--- src/logic/io_image_pkg.sv ---
// Shared constants and carriers for the Modbus I/O image and diagnostic LEDs.
// Assumes one 25 MHz clock and a synchronous active-high reset.
`default_nettype none
package io_image_pkg;
  // Modbus function codes served by the image.
  localparam logic [7:0] FC_READ_COILS = 8'h01;
  localparam logic [7:0] FC_READ_INPUTS = 8'h02;
  localparam logic [7:0] FC_READ_HOLDING = 8'h03;
  localparam logic [7:0] FC_READ_INPUT_REG = 8'h04;
  localparam logic [7:0] FC_FORCE_COIL = 8'h05;
  localparam logic [7:0] FC_PRESET_REG = 8'h06;
  localparam logic [7:0] FC_FORCE_COILS = 8'h0F;
  localparam logic [7:0] FC_PRESET_REGS = 8'h10;
  // Exception answers; zero means success.
  localparam logic [7:0] EXC_NONE = 8'h00;
  localparam logic [7:0] EXC_FUNC = 8'h01;
  localparam logic [7:0] EXC_ADDR = 8'h02;
  localparam logic [7:0] EXC_VALUE = 8'h03;
  localparam logic [15:0] COIL_ON = 16'hFF00;
  localparam logic [15:0] COIL_OFF = 16'h0000;
  // Word map: discrete words at 0, analog inputs and outputs in their own windows.
  localparam logic [15:0] DISC_WORD_ADDR = 16'h0000;
  localparam logic [15:0] AI_BASE = 16'h0100;
  localparam logic [15:0] AO_BASE = 16'h0200;
  localparam int ETH_WORDS_PER_CH = 4;
  localparam int SER_WORDS_PER_CH = 1;
  localparam logic [1:0] ETH_STAT_WORD = 2'h0;
  localparam logic [1:0] ETH_DATA_WORD = 2'h1;
  // Status word bit positions.
  localparam int ST_UNDER_BIT = 0;
  localparam int ST_OVER_BIT = 1;
  localparam int ST_ERROR_BIT = 6;
  // Blink error codes and arguments.
  localparam logic [3:0] ERR_CODE_TABLE = 4'h1;
  localparam logic [7:0] ERR_ARG_OVERFLOW = 8'h01;
  localparam logic [3:0] ERR_CODE_BREAK = 4'h4;
  localparam logic [3:0] ERR_CODE_COUPLER = 4'h6;
  localparam logic [7:0] ERR_ARG_DIP = 8'h04;
  localparam int ERR_FAST_COUNT = 8;
  localparam int POR_FLASH_COUNT = 5;
  // Timing, in ns as designed, and derived cycle counts.
  localparam int CLK_NS = 40;
  localparam int FAST_HALF_NS = 50_000_000;
  localparam int SLOW_HALF_NS = 250_000_000;
  localparam int PAUSE_NS = 1_000_000_000;
  localparam int COM_HOLD_NS = 50_000_000;
  localparam int POR_WINDOW_NS = 100_000_000;
  localparam int FAST_HALF_CYC = FAST_HALF_NS / CLK_NS;
  localparam int SLOW_HALF_CYC = SLOW_HALF_NS / CLK_NS;
  localparam int PAUSE_CYC = PAUSE_NS / CLK_NS;
  localparam int COM_HOLD_CYC = COM_HOLD_NS / CLK_NS;
  localparam int POR_WINDOW_CYC = POR_WINDOW_NS / CLK_NS;
  // Request and answer carriers of the Modbus port.
  typedef struct packed {
    logic [7:0] func;
    logic [15:0] addr;
    logic [15:0] data;
  } mb_req_s;
  typedef struct packed {
    logic [15:0] data;
    logic [7:0] exc;
  } mb_rsp_s;
  // Decoded analog word address.
  typedef struct packed {
    logic hit;
    logic [7:0] ch;
    logic is_stat;
    logic is_data;
  } ana_dec_s;
endpackage
`default_nettype wire

--- src/logic/pulse_train.sv ---
// Emits a counted burst of equal on/off flashes after a start pulse.
// Assumes start comes from logic on the same clock.
`default_nettype none
module pulse_train #(
  parameter int HALF_CYC = 4,
  parameter int COUNT = 5
) (
  // Clock and reset.
  input wire logic ref_clk,
  input wire logic rst,
  // Control.
  input wire logic start,
  // Outputs.
  output logic led,
  output logic busy
);
  localparam int TW = $clog2(HALF_CYC + 1);
  localparam int LW = $clog2(2 * COUNT + 1);
  generate
    if (HALF_CYC < 1 || COUNT < 1) begin : g_bad
      $error("pulse_train needs positive period and count");
    end
  endgenerate
  logic [TW-1:0] tmr_reg;
  logic [LW-1:0] left_reg;

  // Each expiry of the half period toggles the lamp until the count is spent.
  always_ff @(posedge ref_clk) begin
    if (rst) begin
      tmr_reg <= '0;
      left_reg <= '0;
      led <= 1'b0;
    end else if (left_reg == '0) begin
      led <= 1'b0;
      if (start) begin
        left_reg <= LW'(2 * COUNT);
        tmr_reg <= TW'(HALF_CYC - 1);
      end
    end else if (tmr_reg != '0) begin
      tmr_reg <= tmr_reg - 1'b1;
    end else begin
      led <= ~led;
      left_reg <= left_reg - 1'b1;
      tmr_reg <= TW'(HALF_CYC - 1);
    end
  end

  assign busy = (left_reg != '0);
endmodule // pulse_train
`default_nettype wire

--- src/logic/blink_encoder.sv ---
// Blinks an error report: fast burst, slow code pulses, slow argument pulses, pause.
// Assumes the error inputs come from logic on the same clock and stay stable.
`default_nettype none
module blink_encoder #(
  parameter int FAST_HALF = 4,
  parameter int SLOW_HALF = 8,
  parameter int PAUSE = 16,
  parameter int FAST_N = 8
) (
  // Clock and reset.
  input wire logic ref_clk,
  input wire logic rst,
  // Error to report.
  input wire logic err_active,
  input wire logic [3:0] err_code,
  input wire logic [7:0] err_arg,
  // Lamp.
  output logic led
);
  import io_image_pkg::*;
  localparam int TW = $clog2(PAUSE + SLOW_HALF + FAST_HALF + 1);
  generate
    if (FAST_HALF < 1 || SLOW_HALF < FAST_HALF || PAUSE < SLOW_HALF || FAST_N < 1) begin : g_bad
      $error("blink_encoder timing out of range");
    end
  endgenerate
  typedef enum logic [2:0] {
    BL_IDLE = 3'b000,
    BL_FAST = 3'b001,
    BL_GAP1 = 3'b011,
    BL_CODE = 3'b010,
    BL_GAP2 = 3'b110,
    BL_ARG = 3'b111,
    BL_PAUSE = 3'b101
  } blink_e;
  blink_e state_reg;
  logic [TW-1:0] tmr_reg;
  logic [8:0] left_reg;
  logic [3:0] code_reg;
  logic [7:0] arg_reg;

  // Sequencer: pulses toggle on each half period, then the next phase loads.
  always_ff @(posedge ref_clk) begin
    if (rst) begin
      state_reg <= BL_IDLE;
      tmr_reg <= '0;
      left_reg <= '0;
      code_reg <= '0;
      arg_reg <= '0;
      led <= 1'b0;
    end else begin
      case (state_reg)
        BL_IDLE: begin
          led <= 1'b0;
          if (err_active) begin
            code_reg <= err_code;
            arg_reg <= err_arg;
            left_reg <= 9'(2 * FAST_N);
            tmr_reg <= TW'(FAST_HALF - 1);
            state_reg <= BL_FAST;
          end
        end
        default: begin
          if (tmr_reg != '0) begin
            tmr_reg <= tmr_reg - 1'b1;
          end else if (left_reg != '0) begin
            led <= ~led;
            left_reg <= left_reg - 1'b1;
            tmr_reg <= (state_reg == BL_FAST) ? TW'(FAST_HALF - 1) : TW'(SLOW_HALF - 1);
          end else begin
            // Phase over: gaps are one slow period, then the next sequence loads.
            case (state_reg)
              BL_FAST: begin
                state_reg <= BL_GAP1;
                tmr_reg <= TW'(2 * SLOW_HALF - 1);
              end
              BL_GAP1: begin
                state_reg <= BL_CODE;
                left_reg <= {4'h0, code_reg, 1'b0};
                tmr_reg <= TW'(SLOW_HALF - 1);
              end
              BL_CODE: begin
                state_reg <= BL_GAP2;
                tmr_reg <= TW'(2 * SLOW_HALF - 1);
              end
              BL_GAP2: begin
                state_reg <= BL_ARG;
                left_reg <= {arg_reg, 1'b0};
                tmr_reg <= TW'(SLOW_HALF - 1);
              end
              BL_ARG: begin
                state_reg <= BL_PAUSE;
                tmr_reg <= TW'(PAUSE - 1);
              end
              default: state_reg <= BL_IDLE; // Repeats while the error persists.
            endcase
          end
        end
      endcase
    end
  end
endmodule // blink_encoder
`default_nettype wire

--- src/logic/io_image.sv ---
// Modbus I/O image of discrete and analog points, plus the coupler diagnostic LEDs.
// Assumes the Modbus port and terminal-side data share ref_clk; power and switch pins do not.
`default_nettype none
module io_image #(
  parameter int N_DO = 16,
  parameter int N_DI = 16,
  parameter int NUM_AI = 2,
  parameter int NUM_AO = 2,
  parameter bit ETH_LAYOUT = 1'b1,
  parameter int FAST_HALF = io_image_pkg::FAST_HALF_CYC,
  parameter int SLOW_HALF = io_image_pkg::SLOW_HALF_CYC,
  parameter int PAUSE = io_image_pkg::PAUSE_CYC,
  parameter int COM_HOLD = io_image_pkg::COM_HOLD_CYC,
  parameter int POR_WINDOW = io_image_pkg::POR_WINDOW_CYC
) (
  // Clock and reset.
  input wire logic ref_clk,
  input wire logic rst,
  // Modbus request and answer, one item per request.
  input wire logic req_valid,
  input wire io_image_pkg::mb_req_s req,
  output logic rsp_valid,
  output io_image_pkg::mb_rsp_s rsp,
  // Terminal-side I/O image.
  input wire logic [N_DI-1:0] di_in,
  output logic [N_DO-1:0] do_out,
  input wire logic [NUM_AI-1:0][15:0] ai_data,
  input wire logic [NUM_AI-1:0] ai_under,
  input wire logic [NUM_AI-1:0] ai_over,
  input wire logic [NUM_AI-1:0] ai_error,
  output logic [NUM_AO-1:0][15:0] ao_data,
  // Terminal-bus condition.
  input wire logic bus_running,
  input wire logic bus_err,
  input wire logic [3:0] bus_err_code,
  input wire logic [7:0] bus_err_arg,
  input wire logic table_overflow,
  input wire logic break_seen,
  input wire logic [7:0] break_after,
  // Pins from outside the clock domain.
  input wire logic coupler_pwr_ok,
  input wire logic field_pwr_ok,
  input wire logic dip_invalid,
  // Network condition.
  input wire logic rx_frame,
  input wire logic dyn_addr_en,
  input wire logic ip_obtained,
  input wire logic arp_addressed,
  input wire logic wdg_running,
  input wire logic wdg_error,
  input wire logic comm_present,
  // Indicators.
  output logic run_led,
  output logic err_led,
  output logic pwr_left_led,
  output logic pwr_right_led,
  output logic com_led,
  output logic net_err_led,
  output logic watchdog_indicator
);
  import io_image_pkg::*;

  localparam int WPC = ETH_LAYOUT ? ETH_WORDS_PER_CH : SER_WORDS_PER_CH;
  localparam int NSYNC = 3;
  localparam int CW = $clog2(COM_HOLD + SLOW_HALF + 1);
  localparam int PW = $clog2(POR_WINDOW + 1);

  generate
    if (N_DO < 1 || N_DO > 16 || N_DI < 1 || N_DI > 16) begin : g_bad_disc
      $error("io_image serves one discrete word of up to 16 points");
    end
    if (NUM_AI < 1 || NUM_AO < 1 || NUM_AI * WPC > 256 || NUM_AO * WPC > 256) begin : g_bad_ana
      $error("io_image analog channel count out of range");
    end
  endgenerate

  // Decodes a word address inside an analog window of nch channels.
  function automatic ana_dec_s ana_decode(input logic [15:0] addr, input logic [15:0] base,
                                          input int nch);
    ana_dec_s d;
    logic [15:0] off;
    d = '0;
    off = addr - base;
    if (addr >= base && int'(off) < nch * WPC) begin
      d.hit = 1'b1;
      if (ETH_LAYOUT) begin
        d.ch = off[9:2];
        d.is_stat = (off[1:0] == ETH_STAT_WORD);
        d.is_data = (off[1:0] == ETH_DATA_WORD);
      end else begin
        d.ch = off[7:0];
        d.is_data = 1'b1;
      end
    end
    return d;
  endfunction

  // Pin synchronisers: two flip-flops before anything reads the level.
  logic [NSYNC-1:0] pin_raw;
  logic [NSYNC-1:0] sync1_reg;
  logic [NSYNC-1:0] sync2_reg;
  assign pin_raw = {dip_invalid, field_pwr_ok, coupler_pwr_ok};
  genvar gi;
  generate
    for (gi = 0; gi < NSYNC; gi++) begin : g_sync
      always_ff @(posedge ref_clk) begin
        if (rst) begin
          sync1_reg[gi] <= 1'b0;
          sync2_reg[gi] <= 1'b0;
        end else begin
          sync1_reg[gi] <= pin_raw[gi];
          sync2_reg[gi] <= sync1_reg[gi];
        end
      end
    end
  endgenerate
  logic cpl_pwr_s;
  logic fld_pwr_s;
  logic dip_bad_s;
  assign cpl_pwr_s = sync2_reg[0];
  assign fld_pwr_s = sync2_reg[1];
  assign dip_bad_s = sync2_reg[2];

  // Analog input status words: only range and error bits are ever set.
  logic [NUM_AI-1:0][15:0] ai_status;
  generate
    for (gi = 0; gi < NUM_AI; gi++) begin : g_stat
      always_comb begin
        ai_status[gi] = 16'h0000;
        ai_status[gi][ST_UNDER_BIT] = ai_under[gi];
        ai_status[gi][ST_OVER_BIT] = ai_over[gi];
        ai_status[gi][ST_ERROR_BIT] = ai_error[gi];
      end
    end
  endgenerate

  // Request decode: builds the answer and the write strobes of this request.
  logic [15:0] do_word;
  logic [15:0] di_word;
  mb_rsp_s rsp_next;
  logic coil_we;
  logic coil_val;
  logic ao_we;
  logic [7:0] ao_ch;
  ana_dec_s dec_ai;
  ana_dec_s dec_ao;
  logic bit_ok_do;
  logic bit_ok_di;
  assign do_word = 16'(do_out);
  assign di_word = 16'(di_in);
  assign dec_ai = ana_decode(req.addr, AI_BASE, NUM_AI);
  assign dec_ao = ana_decode(req.addr, AO_BASE, NUM_AO);
  assign bit_ok_do = (int'(req.addr) < N_DO);
  assign bit_ok_di = (int'(req.addr) < N_DI);

  always_comb begin
    rsp_next.data = 16'h0000;
    rsp_next.exc = EXC_NONE;
    coil_we = 1'b0;
    coil_val = 1'b0;
    ao_we = 1'b0;
    ao_ch = dec_ao.ch;
    case (req.func)
      // Bit codes see discrete points only, so analog addresses are refused.
      FC_READ_COILS: begin
        if (bit_ok_do) rsp_next.data = {15'h0000, do_word[req.addr[3:0]]};
        else rsp_next.exc = EXC_ADDR;
      end
      FC_READ_INPUTS: begin
        if (bit_ok_di) rsp_next.data = {15'h0000, di_word[req.addr[3:0]]};
        else rsp_next.exc = EXC_ADDR;
      end
      FC_FORCE_COIL: begin
        if (!bit_ok_do) begin
          rsp_next.exc = EXC_ADDR;
        end else if (req.data == COIL_ON || req.data == COIL_OFF) begin
          coil_we = 1'b1;
          coil_val = (req.data == COIL_ON);
          rsp_next.data = req.data;
        end else begin
          rsp_next.exc = EXC_VALUE;
        end
      end
      FC_FORCE_COILS: begin
        if (bit_ok_do) begin
          coil_we = 1'b1;
          coil_val = req.data[0];
          rsp_next.data = {15'h0000, req.data[0]};
        end else begin
          rsp_next.exc = EXC_ADDR;
        end
      end
      FC_READ_HOLDING, FC_READ_INPUT_REG: begin
        if (req.addr == DISC_WORD_ADDR) begin
          // Holding space shows the output word, input space the input word.
          rsp_next.data = (req.func == FC_READ_HOLDING) ? do_word : di_word;
        end else if (dec_ai.hit) begin
          if (dec_ai.is_stat) rsp_next.data = ai_status[dec_ai.ch];
          else if (dec_ai.is_data) rsp_next.data = ai_data[dec_ai.ch];
        end else if (dec_ao.hit && req.func == FC_READ_HOLDING) begin
          if (dec_ao.is_data) rsp_next.data = ao_data[dec_ao.ch];
        end else begin
          rsp_next.exc = EXC_ADDR;
        end
      end
      FC_PRESET_REG, FC_PRESET_REGS: begin
        if (dec_ao.hit) begin
          // Control and reserved words are accepted but change nothing.
          ao_we = dec_ao.is_data;
          rsp_next.data = req.data;
        end else begin
          rsp_next.exc = EXC_ADDR;
        end
      end
      default: rsp_next.exc = EXC_FUNC;
    endcase
  end

  // Answer register: one cycle after the request.
  always_ff @(posedge ref_clk) begin
    if (rst) begin
      rsp_valid <= 1'b0;
      rsp <= '0;
    end else begin
      rsp_valid <= req_valid;
      if (req_valid) rsp <= rsp_next;
    end
  end

  // Discrete output image.
  always_ff @(posedge ref_clk) begin
    if (rst) begin
      do_out <= '0;
    end else if (req_valid && coil_we) begin
      do_out[req.addr[3:0]] <= coil_val;
    end
  end

  // Analog output data words; only the data word steers the output.
  always_ff @(posedge ref_clk) begin
    if (rst) begin
      ao_data <= '0;
    end else if (req_valid && ao_we) begin
      ao_data[ao_ch] <= req.data;
    end
  end

  // Error selection for the blink report, most specific cause first.
  logic blink_active;
  logic [3:0] blink_code;
  logic [7:0] blink_arg;
  always_comb begin
    blink_active = 1'b1;
    blink_code = bus_err_code;
    blink_arg = bus_err_arg;
    if (dip_bad_s) begin
      blink_code = ERR_CODE_COUPLER;
      blink_arg = ERR_ARG_DIP;
    end else if (table_overflow) begin
      blink_code = ERR_CODE_TABLE;
      blink_arg = ERR_ARG_OVERFLOW;
    end else if (break_seen) begin
      blink_code = ERR_CODE_BREAK;
      blink_arg = break_after;
    end else if (!bus_err) begin
      blink_active = 1'b0;
    end
  end

  blink_encoder #(
    .FAST_HALF(FAST_HALF),
    .SLOW_HALF(SLOW_HALF),
    .PAUSE(PAUSE),
    .FAST_N(ERR_FAST_COUNT)
  ) u_blink (
    .ref_clk(ref_clk),
    .rst(rst),
    .err_active(blink_active),
    .err_code(blink_code),
    .err_arg(blink_arg),
    .led(err_led)
  );

  // Steady indicators for run, power and watchdog.
  always_ff @(posedge ref_clk) begin
    if (rst) begin
      run_led <= 1'b0;
      pwr_left_led <= 1'b0;
      pwr_right_led <= 1'b0;
      watchdog_indicator <= 1'b0;
    end else begin
      run_led <= bus_running && !blink_active;
      pwr_left_led <= cpl_pwr_s;
      pwr_right_led <= fld_pwr_s;
      watchdog_indicator <= wdg_running && !wdg_error && comm_present;
    end
  end

  // COM lamp: stretched receive activity, or a slow flash while no address.
  logic [CW-1:0] com_hold_reg;
  logic [CW-1:0] slow_tmr_reg;
  logic slow_ph_reg;
  always_ff @(posedge ref_clk) begin
    if (rst) begin
      com_hold_reg <= '0;
      slow_tmr_reg <= '0;
      slow_ph_reg <= 1'b0;
      com_led <= 1'b0;
    end else begin
      if (rx_frame) com_hold_reg <= CW'(COM_HOLD);
      else if (com_hold_reg != '0) com_hold_reg <= com_hold_reg - 1'b1;
      if (slow_tmr_reg == '0) begin
        slow_tmr_reg <= CW'(SLOW_HALF - 1);
        slow_ph_reg <= ~slow_ph_reg;
      end else begin
        slow_tmr_reg <= slow_tmr_reg - 1'b1;
      end
      if (dyn_addr_en && !ip_obtained) com_led <= slow_ph_reg;
      else com_led <= (com_hold_reg != '0);
    end
  end

  // Power-on window: one five-flash burst at most, never afterwards.
  logic [PW-1:0] por_tmr_reg;
  logic por_armed_reg;
  logic por_start;
  logic por_flash;
  assign por_start = por_armed_reg && (arp_addressed || dip_bad_s);
  always_ff @(posedge ref_clk) begin
    if (rst) begin
      por_tmr_reg <= PW'(POR_WINDOW);
      por_armed_reg <= 1'b1;
    end else if (por_armed_reg) begin
      por_tmr_reg <= por_tmr_reg - 1'b1;
      if (por_start || por_tmr_reg == '0) por_armed_reg <= 1'b0;
    end
  end

  pulse_train #(
    .HALF_CYC(FAST_HALF),
    .COUNT(POR_FLASH_COUNT)
  ) u_por_flash (
    .ref_clk(ref_clk),
    .rst(rst),
    .start(por_start),
    .led(por_flash),
    .busy()
  );

  // Network error lamp follows the burst and is otherwise dark.
  always_ff @(posedge ref_clk) begin
    if (rst) net_err_led <= 1'b0;
    else net_err_led <= por_flash;
  end
endmodule // io_image
`default_nettype wire

--- config.mk ---
export PLATFORM = sky130hd
export DESIGN_NAME = io_image
export DESIGN_NICKNAME = d
export VERILOG_FILES = /design/src/logic/io_image_pkg.sv /design/src/logic/pulse_train.sv /design/src/logic/blink_encoder.sv /design/src/logic/io_image.sv
export SDC_FILE = /design/constraint.sdc
export NUM_CORES = 1
export LEC_CHECK = 0
export BUFFER_PORTS_ARGS = -buffer_cell sky130_fd_sc_hd__buf_2
export CORE_ASPECT_RATIO = 2
export CORE_UTILIZATION = 54
export DETAILED_ROUTE_END_ITERATION = 8
export HOLD_SLACK_MARGIN = 0.12
export PLACE_DENSITY = 0.77
export SLEW_MARGIN = 0
export SYNTH_ARGS = -nofsm -noshare
export SYNTH_HDL_FRONTEND = slang
export SYNTH_SLANG_ARGS = --single-unit
--- constraint.sdc ---
create_clock -name ref_clk -period 5.3 [get_ports ref_clk]
set_input_delay 0.795 -clock ref_clk [delete_from_list [all_inputs] [get_ports ref_clk]]
set_output_delay 0.795 -clock ref_clk [all_outputs]
set_load 0.02 [all_outputs]
==> out/metrics.cfg, run 1 <==
[outcome]
run_status = finished, final reports clean

[sta]
tns_ns = 0
slew_of_the_pin_with_the_lowest_slew_margin_ns = 1.31
normalized_max_slew_margin_pct = 11.5
final-hold-violation-count = 0
share_of_the_clock_period_used_by_the_worst_path_pct = 69.0
setup_violations = 0
clock-skew-final_ns = 0.0123
finalWorstPathRequiredPeriod_ns = 3.65
unrepaired_setup_endpoints_after_global_routing = false
timing.final.ws_setup_ns = 1.65
fmax_mhz = 274
slew_violations = 0

[clocking]
ctsLongestPathBuffers = 3
postCtsHoldBufs = 0
ctsHtreeMaxLevel = 1
clock_insertion_delay_at_the_later_pin_of_the_skew_report_ns = 0.52
clock-sinks = 225
postCtsSetupRepairBufs = 0
cts_made_buffers = 21
tritoncts = done
ctsResizeCount = 0
clockRootBuffer = sky130_fd_sc_hd__clkbuf_16
clk_pin_slew_ns = 0.07

[floorplan]
width_of_the_die_um = 108
row_count = 77
die_h_um = 214
io-pin-count = 211
start_util_pct = 55.1
core_area_um2 = 22100
fp.dieArea_um2 = 23200

[synth]
synthSimpleGateAreaFrac_pct = 26.3
area_share_of_fa_ha_maj_cells_after_synthesis_pct = 1.23
ys_dominant_reg_cell = sky130_fd_sc_hd__dfxtp_1
synth_top_family_by_area = simple AND/OR/NAND/NOR gates
synth.area.mux_share_pct = 8.41
syn-instance-count = 1484
synth_compound_area_share_pct = 17.9
ys_warns = 0
ys_ff_latch = 225
synth.avg_cell_area_um2 = 8.20
synth_area_um2 = 12200
post_synth_xor_area_fraction_pct = 4.75
ys_seq_area_share_pct = 37.0
synth_async_sr_flop_share_pct = 0
synth_enable_flop_cells = 0
synth.distinct_cells = 82

[cells_and_area]
finish.net_count = 1779
utilization_of_the_core_after_routing_pct = 63.1
finish.cell_count_without_fillers = 1925
post_route_cells_drive_above_1_share_pct = 18.0
multi_input_comb_area_um2 = 7160
register_area_um2 = 4500
synthToLayoutAreaGrowth_pct = 14.5
final_cell_mix = sky130_fd_sc_hd__dfxtp_1, sky130_fd_sc_hd__buf_2, sky130_fd_sc_hd__nor2_1
n_antenna_cell = 0
layout_commonest_cell = sky130_fd_sc_hd__dfxtp_1
fillerInstances = 1986
largest_reg_flops = 32

[global_routing]
grt-ovfl-total = 0
grt_pass1_wl_um = 58400
maximum_number_of_pins_on_one_net_before_global_route_repair = 79
number_of_global_route_vias_before_repair = 11500
antenna_found_initial = 0
grt_usage_pct = 31.9

[route]
routed_wire_length_per_instance_um = 19.4
post_drt_via_cell_ratio = 6.25
post_drt_antenna_nets = 0
routed-via-count = 12000
drt_first_iter_violations = 783
drtPass1Iterations = 5
drc_errors = 0
finalWirelength_um = 37300

[setup_path]
critPathCaptureType = flop
critical_path_class = input pin to flop
critical_path_arrival_ns = 4.09
crit_fanout = 17
setup.worst_path.start_class = input pin
worst_ep_required_time_ns = 5.73

[min_path]
hold_path_class = input pin to flop

[placement]
pre_cts_slack_ns = 1.31
placed_cells = 1889
gpl.final_weighted_congestion = 1.03
place.detailed.hpwl_um = 27500
port_buffer_cells = 204

[power_and_ir_drop]
p_per_area_nw_per_um2 = 351
standby_leakage_power_nw = 5.61
max-vdd-ir-drop_uv = 344

[flow_run]
drv.max_cap_violation_count = 0

==> path summary, 6_finish.rpt <==
path / from / end / slack, ns / cells past startpoint
max reg2reg: u_blink.left_reg[0] / u_blink.tmr_reg[11] / 1.86 / 8
min reg2reg: sync1_reg[1] / fld_pwr_s / 0.44 / 1
max: req[36] / rsp[21] / 1.65 / 6
min: wdg_error / watchdog_indicator / 0.44 / 2
==> metrics by stage <==
| stage | hold slack, ns | total power [mW] | area [um^2] |
|---|---|---|---|
| after floorplan | 0.414 | 3.05 | 12200 |
| after global placement | 0.418 | 3.33 | 13200 |
| after detailed placement | 0.434 | 3.37 | 13200 |
| after CTS | 0.420 | 4.90 | 13900 |
| after global routing | 0.427 | 5.15 | 13900 |
| final | 0.437 | 4.89 | 13900 |
==> metal layers <==
layer / vias to the layer above / share of wire, % / GRT usage (%)
met1: 5618 / 35 / 32.4
met5: - / 0 / 0
met4: 0 / 7.4 / 23.6
met3: 162 / 6.7 / 5.50
met2: 532 / 51 / 56.7
li1: 5715 / - / -
==> cell usage after synthesis (12+ instances only) <==
master | n | area, um^2
sky130_fd_sc_hd__dfxtp_1 | 225 | 4500
sky130_fd_sc_hd__nor2_1 | 156 | 586
sky130_fd_sc_hd__nand2_1 | 151 | 567
sky130_fd_sc_hd__a21oi_1 | 114 | 571
sky130_fd_sc_hd__mux2i_1 | 73 | 731
sky130_fd_sc_hd__clkbuf_1 | 70 | 263
sky130_fd_sc_hd__nor3_1 | 61 | 305
sky130_fd_sc_hd__o21ai_0 | 58 | 290
sky130_fd_sc_hd__nand3_1 | 48 | 240
sky130_fd_sc_hd__nor4_1 | 41 | 257
sky130_fd_sc_hd__xnor2_1 | 38 | 333
sky130_fd_sc_hd__inv_1 | 35 | 131
sky130_fd_sc_hd__xor2_1 | 28 | 245
sky130_fd_sc_hd__nand4_1 | 24 | 150
sky130_fd_sc_hd__nor2b_1 | 21 | 131
sky130_fd_sc_hd__or3_1 | 19 | 119
sky130_fd_sc_hd__or4_1 | 18 | 135
sky130_fd_sc_hd__and2_1 | 17 | 106
sky130_fd_sc_hd__a211oi_1 | 13 | 97.6
sky130_fd_sc_hd__o22ai_1 | 13 | 81.3
sky130_fd_sc_hd__a31oi_1 | 12 | 75.1
sky130_fd_sc_hd__ha_1 | 12 | 150
==> critical path, stage by stage <==
cell	delay (ns)
sky130_fd_sc_hd__buf_2	0.13
sky130_fd_sc_hd__nor4_1	0.79
sky130_fd_sc_hd__nand3_2	0.75
sky130_fd_sc_hd__nor4b_1	1.28
sky130_fd_sc_hd__a32oi_1	0.11
sky130_fd_sc_hd__o21ai_0	0.21
==> report_power, final <==
group          switching (mW)  internal (mW)
Combinational           0.782          0.514
Sequential              0.179           1.88
Clock                   0.651          0.885
Total                    1.61           3.28
==> logic make-up (layout without fill, tap and decap cells) <==
| logic type | count (synthesis) | count (layout) |
|---|---|---|
| AOI/OAI and AO/OA | 334 | 334 |
| buffers and inverters | 126 | 286 |
| and+or+nand+nor | 632 | 632 |
| muxes | 88 | 88 |
| DFF | 225 | 225 |
| other | 1 | 6 |
| xor gates and xnor gates | 66 | 66 |
| adders and majority gates | 12 | 12 |
==> area by class of cell <==
class	count	share of cell area, %
Timing Repair Buffer	215	7.94
Sequential cell	225	32.3
Clock inverter	7	0.665
Tap cell	276	2.48
Clock buffer	29	4.28
Inverter	35	0.943
Multi-Input combinational cell	1138	51.4
(Power assumes the default switching activity.)
==> run 2: changes to the inputs <==
--- a/config.mk
+++ b/config.mk
@@ -5,12 +5,13 @@
 export SDC_FILE = /design/constraint.sdc
 export NUM_CORES = 1
 export LEC_CHECK = 0
+export ABC_AREA = 1
 export BUFFER_PORTS_ARGS = -buffer_cell sky130_fd_sc_hd__buf_2
 export CORE_ASPECT_RATIO = 2
-export CORE_UTILIZATION = 54
+export CORE_UTILIZATION = 52
 export DETAILED_ROUTE_END_ITERATION = 8
 export HOLD_SLACK_MARGIN = 0.12
-export PLACE_DENSITY = 0.77
+export PLACE_DENSITY = 0.78
 export SLEW_MARGIN = 0
 export SYNTH_ARGS = -nofsm -noshare
 export SYNTH_HDL_FRONTEND = slang
==> constraint.sdc (replaced) <==
create_clock -name ref_clk -period 3.1 [get_ports ref_clk]
set_input_delay 0.465 -clock ref_clk [delete_from_list [all_inputs] [get_ports ref_clk]]
set_output_delay 0.465 -clock ref_clk [all_outputs]
set_load 0.02 [all_outputs]
==> run 2 against run 1 <==
The run now ends with design-rule violations left. Highest routed layer unchanged. Routed wire length rose by 7.3%. Clock-buffer cell count rose by 5. Sequential share of layout area fell by 1.8 points. Clock power rose by 92%. Flip-flop and latch count did not move. Cell count rose by 25%. Core utilization fell by 1.2 points. Synthesized cell count rose by 28%. Hold slack got worse by 0.28 ns. Critical endpoint is now u_blink.tmr_reg[5]. Global-route usage barely moved. Sequential power rose by 84%.
==> out/metrics.cfg, run 2 <==
[route]
routed-via-count = 13600  ; was 12.0k
routed_wire_length_per_instance_um = 16.6  ; was 19.4 um
drt_first_iter_violations = 778  ; was 783
drc_errors = 7  ; was 0
drtPass1Iterations = 7  ; was 5
post_drt_via_cell_ratio = 5.63  ; was 6.25
post_drt_antenna_nets = 0  ; unchanged
finalWirelength_um = 40000  ; was 37,300 um

[synth]
ys_warns = 0  ; unchanged
synth.avg_cell_area_um2 = 6.61  ; was 8.20 um^2
synth_async_sr_flop_share_pct = 0  ; unchanged
ys_ff_latch = 225  ; unchanged
post_synth_xor_area_fraction_pct = 3.05  ; was 4.75%
synthMostInstantiatedCell = sky130_fd_sc_hd__nand2_1  ; was sky130_fd_sc_hd__dfxtp_1
synth.top_cells.by_area = sky130_fd_sc_hd__dfxtp_1, sky130_fd_sc_hd__nand2_1, sky130_fd_sc_hd__nor2_1, sky130_fd_sc_hd__inv_1, sky130_fd_sc_hd__a21oi_1  ; was sky130_fd_sc_hd__dfxtp_1, sky130_fd_sc_hd__mux2i_1, sky130_fd_sc_hd__nor2_1, sky130_fd_sc_hd__a21oi_1, sky130_fd_sc_hd__nand2_1
ys_dominant_reg_cell = sky130_fd_sc_hd__dfxtp_1  ; unchanged
synth.area.mux_share_pct = 0.0796  ; was 8.41%
synth_top_area_share_pct = 35.8  ; was 37.0%
cell_taking_the_most_area_after_synthesis = sky130_fd_sc_hd__dfxtp_1  ; unchanged
synth.cells.most_frequent = sky130_fd_sc_hd__nand2_1, sky130_fd_sc_hd__nor2_1, sky130_fd_sc_hd__inv_1  ; was sky130_fd_sc_hd__dfxtp_1, sky130_fd_sc_hd__nor2_1, sky130_fd_sc_hd__nand2_1
area_share_of_fa_ha_maj_cells_after_synthesis_pct = 1.19  ; was 1.23%
synth_area_um2 = 12600  ; was 12,200 um^2
synth_compound_area_share_pct = 19.4  ; was 17.9%
synth.distinct_cells = 65  ; was 82
ys_seq_area_share_pct = 35.8  ; was 37.0%
synthSimpleGateAreaFrac_pct = 29.9  ; was 26.3%
synth_top_family_by_area = simple AND/OR/NAND/NOR gates  ; unchanged
syn-instance-count = 1903  ; was 1,484
synth_enable_flop_cells = 0  ; unchanged

[sta]
unrepaired_setup_endpoints_after_global_routing = false  ; unchanged
slew_violations = 0  ; unchanged
setup_violations = 0  ; unchanged
normalized_max_slew_margin_pct = 50.8  ; was 11.5%
clock-skew-final_ns = 0.0112  ; was 0.0123 ns
finalWorstPathRequiredPeriod_ns = 2.70
slew_of_the_pin_with_the_lowest_slew_margin_ns = 0.731  ; was 1.31 ns
share_of_the_clock_period_used_by_the_worst_path_pct = 86.9
fmax_mhz = 371
tns_ns = 0  ; unchanged
final-hold-violation-count = 0  ; unchanged
timing.final.ws_setup_ns = 0.405  ; was 1.65 ns

[min_path]
hold_path_class = input pin to flop  ; unchanged
worst_hold_launch = field_pwr_ok  ; was wdg_error

[clocking]
ctsLongestPathBuffers = 3  ; unchanged
clock_insertion_delay_at_the_later_pin_of_the_skew_report_ns = 0.52  ; about the same
postCtsSetupRepairBufs = 0  ; unchanged
cts_made_buffers = 22  ; was 21
clockRootBuffer = sky130_fd_sc_hd__clkbuf_16  ; unchanged
clk_pin_slew_ns = 0.06  ; was 0.07 ns
clock-sinks = 225  ; unchanged
ctsHtreeMaxLevel = 1  ; unchanged
tritoncts = done  ; unchanged

[floorplan]
width_of_the_die_um = 112  ; was 108 um
start_util_pct = 52.8  ; was 55.1%
fp.dieArea_um2 = 24900  ; was 23,200 um^2
die_h_um = 222  ; was 214 um
io-pin-count = 211  ; unchanged
row_count = 80  ; was 77
core_area_um2 = 23800  ; was 22,100 um^2

[placement]
placed_cells = 2365  ; was 1,889
pre_cts_slack_ns = 0.185  ; was 1.31 ns
place.detailed.hpwl_um = 30400  ; was 27,500 um
gpl.final_weighted_congestion = 1.04  ; was 1.03
port_buffer_cells = 204  ; unchanged
placed_area_um2 = 13900  ; was 13,200 um^2

[global_routing]
globalRouteMet1Util_pct = 27.4  ; was 32.4%
global_routing_met2_resource_utilization_pct = 63.2  ; was 56.7%
met3_track_utilization_from_global_routing_pct = 4.21  ; was 5.50%
maximum_number_of_pins_on_one_net_before_global_route_repair = 66  ; was 79
grt_usage_pct = 31.9  ; about the same
number_of_global_route_vias_before_repair = 13400  ; was 11.5k
grt_max_usage_layer = met2  ; unchanged
antenna_found_initial = 1  ; was 0
grt-ovfl-total = 0  ; unchanged
grt_pass1_wl_um = 63500  ; was 58,400 um

[setup_path]
critical_path_class = flop to flop  ; was input pin to flop
critPathCaptureType = flop  ; unchanged
crit_fanout = 4  ; was 17
r2r_start = u_blink.tmr_reg[0]  ; was u_blink.left_reg[0]
setup.worst_path.start_class = flop  ; was input pin
critical_path_arrival_ns = 3.07  ; was 4.09 ns
crit_start = u_blink.tmr_reg[0]  ; was req[36]
worst_ep_required_time_ns = 3.47  ; was 5.73 ns

[power_and_ir_drop]
max-vdd-ir-drop_uv = 489  ; was 344 uV
standby_leakage_power_nw = 6.92  ; was 5.61 nW
p_per_area_nw_per_um2 = 709  ; was 351 nW/um^2

[flow_run]
drv.max_cap_violation_count = 0  ; unchanged

[outcome]
run_status = finished, violations left  ; was finished, final reports clean
failing_checks = design-rule violations

[cells_and_area]
finish.net_count = 2246  ; was 1,779
layout_commonest_cell = sky130_fd_sc_hd__nand2_1  ; was sky130_fd_sc_hd__dfxtp_1
largest_reg_flops = 32  ; unchanged
synthToLayoutAreaGrowth_pct = 17.4  ; was 14.5%
post_route_cells_drive_above_1_share_pct = 16.0  ; was 18.0%
stdcell_area_um2 = 14800  ; was 13,900 um^2
finish.cell_count_without_fillers = 2408  ; was 1,925
final_cell_mix = sky130_fd_sc_hd__nand2_1, sky130_fd_sc_hd__nor2_1, sky130_fd_sc_hd__inv_1  ; was sky130_fd_sc_hd__dfxtp_1, sky130_fd_sc_hd__buf_2, sky130_fd_sc_hd__nor2_1

## run 2: worst max-delay path, stage by stage (launching register included)
cell	delay [ns]
sky130_fd_sc_hd__dfxtp_1	0.30
sky130_fd_sc_hd__inv_1	0.12
sky130_fd_sc_hd__ha_1	0.19
sky130_fd_sc_hd__nand2_1	0.13
sky130_fd_sc_hd__nor2_1	0.22
sky130_fd_sc_hd__nand4_1	0.19
sky130_fd_sc_hd__nor2_1	0.23
sky130_fd_sc_hd__nand4_1	0.21
sky130_fd_sc_hd__nor3_1	0.45
sky130_fd_sc_hd__a21oi_1	0.25
sky130_fd_sc_hd__a22oi_1	0.20
sky130_fd_sc_hd__nor2_1	0.06
## run 2: path summary, 6_finish.rpt
check                             to  cells past startpoint  slack, ns
setup / recovery  u_blink.tmr_reg[5]                     11       0.40
hold / removal          sync1_reg[1]                      3       0.16
setup reg to reg  u_blink.tmr_reg[5]                     11       0.40
hold reg to reg        pwr_right_led                      2       0.40
## run 2: cell families after synthesis
family | count (synthesis)
compound gates | 442
other cells | 1
flops | 225
fa+ha+maj | 12
simple gates | 847
mux | 1
buf+inv | 332
xor+xnor | 43
## run 2: report_power, final
| part | switching, mW | leakage, nW | internal [mW] | total [mW] |
|---|---|---|---|---|
| clock | 1.16 | 0.395 | 1.80 | 2.95 |
| sequential | 0.413 | 1.84 | 3.38 | 3.80 |
| combinational | 2.46 | 4.69 | 1.27 | 3.72 |
| total | 4.03 | 6.92 | 6.44 | 10.5 |
## run 2: area by class of cell
class | instances | area, um^2
inverter | 264 | 996
multi-input combinational | 1351 | 6770
tap | 287 | 359
clock buffer | 34 | 697
antenna | 2 | 5.00
clock inverter | 6 | 108
sequential | 225 | 4500
fill | 2273 | 9060
timing repair buffer | 239 | 1330
## run 2: metal layers
layer / part of all wire, % / vias up
met5: 0 / -
met4: 8.5 / 0
met3: 5.2 / 193
met2: 54 / 510
met1: 32 / 6236
li1: - / 6630
## run 2: through the flow
step	power, mW	hold WS, ns	util, %
floorplan	6.52	0.388	-
finish	10.5	0.157	62.0
global placement	7.37	0.390	58.5
global route	11.1	0.157	62.0
detailed placement	7.50	0.398	58.5
CTS	10.5	0.150	62.0
## run 2: what timing repair did
action	in CTS	in global routing
hold buffers	1	0
hold endpoints to repair	1	0
resized for setup	0	0
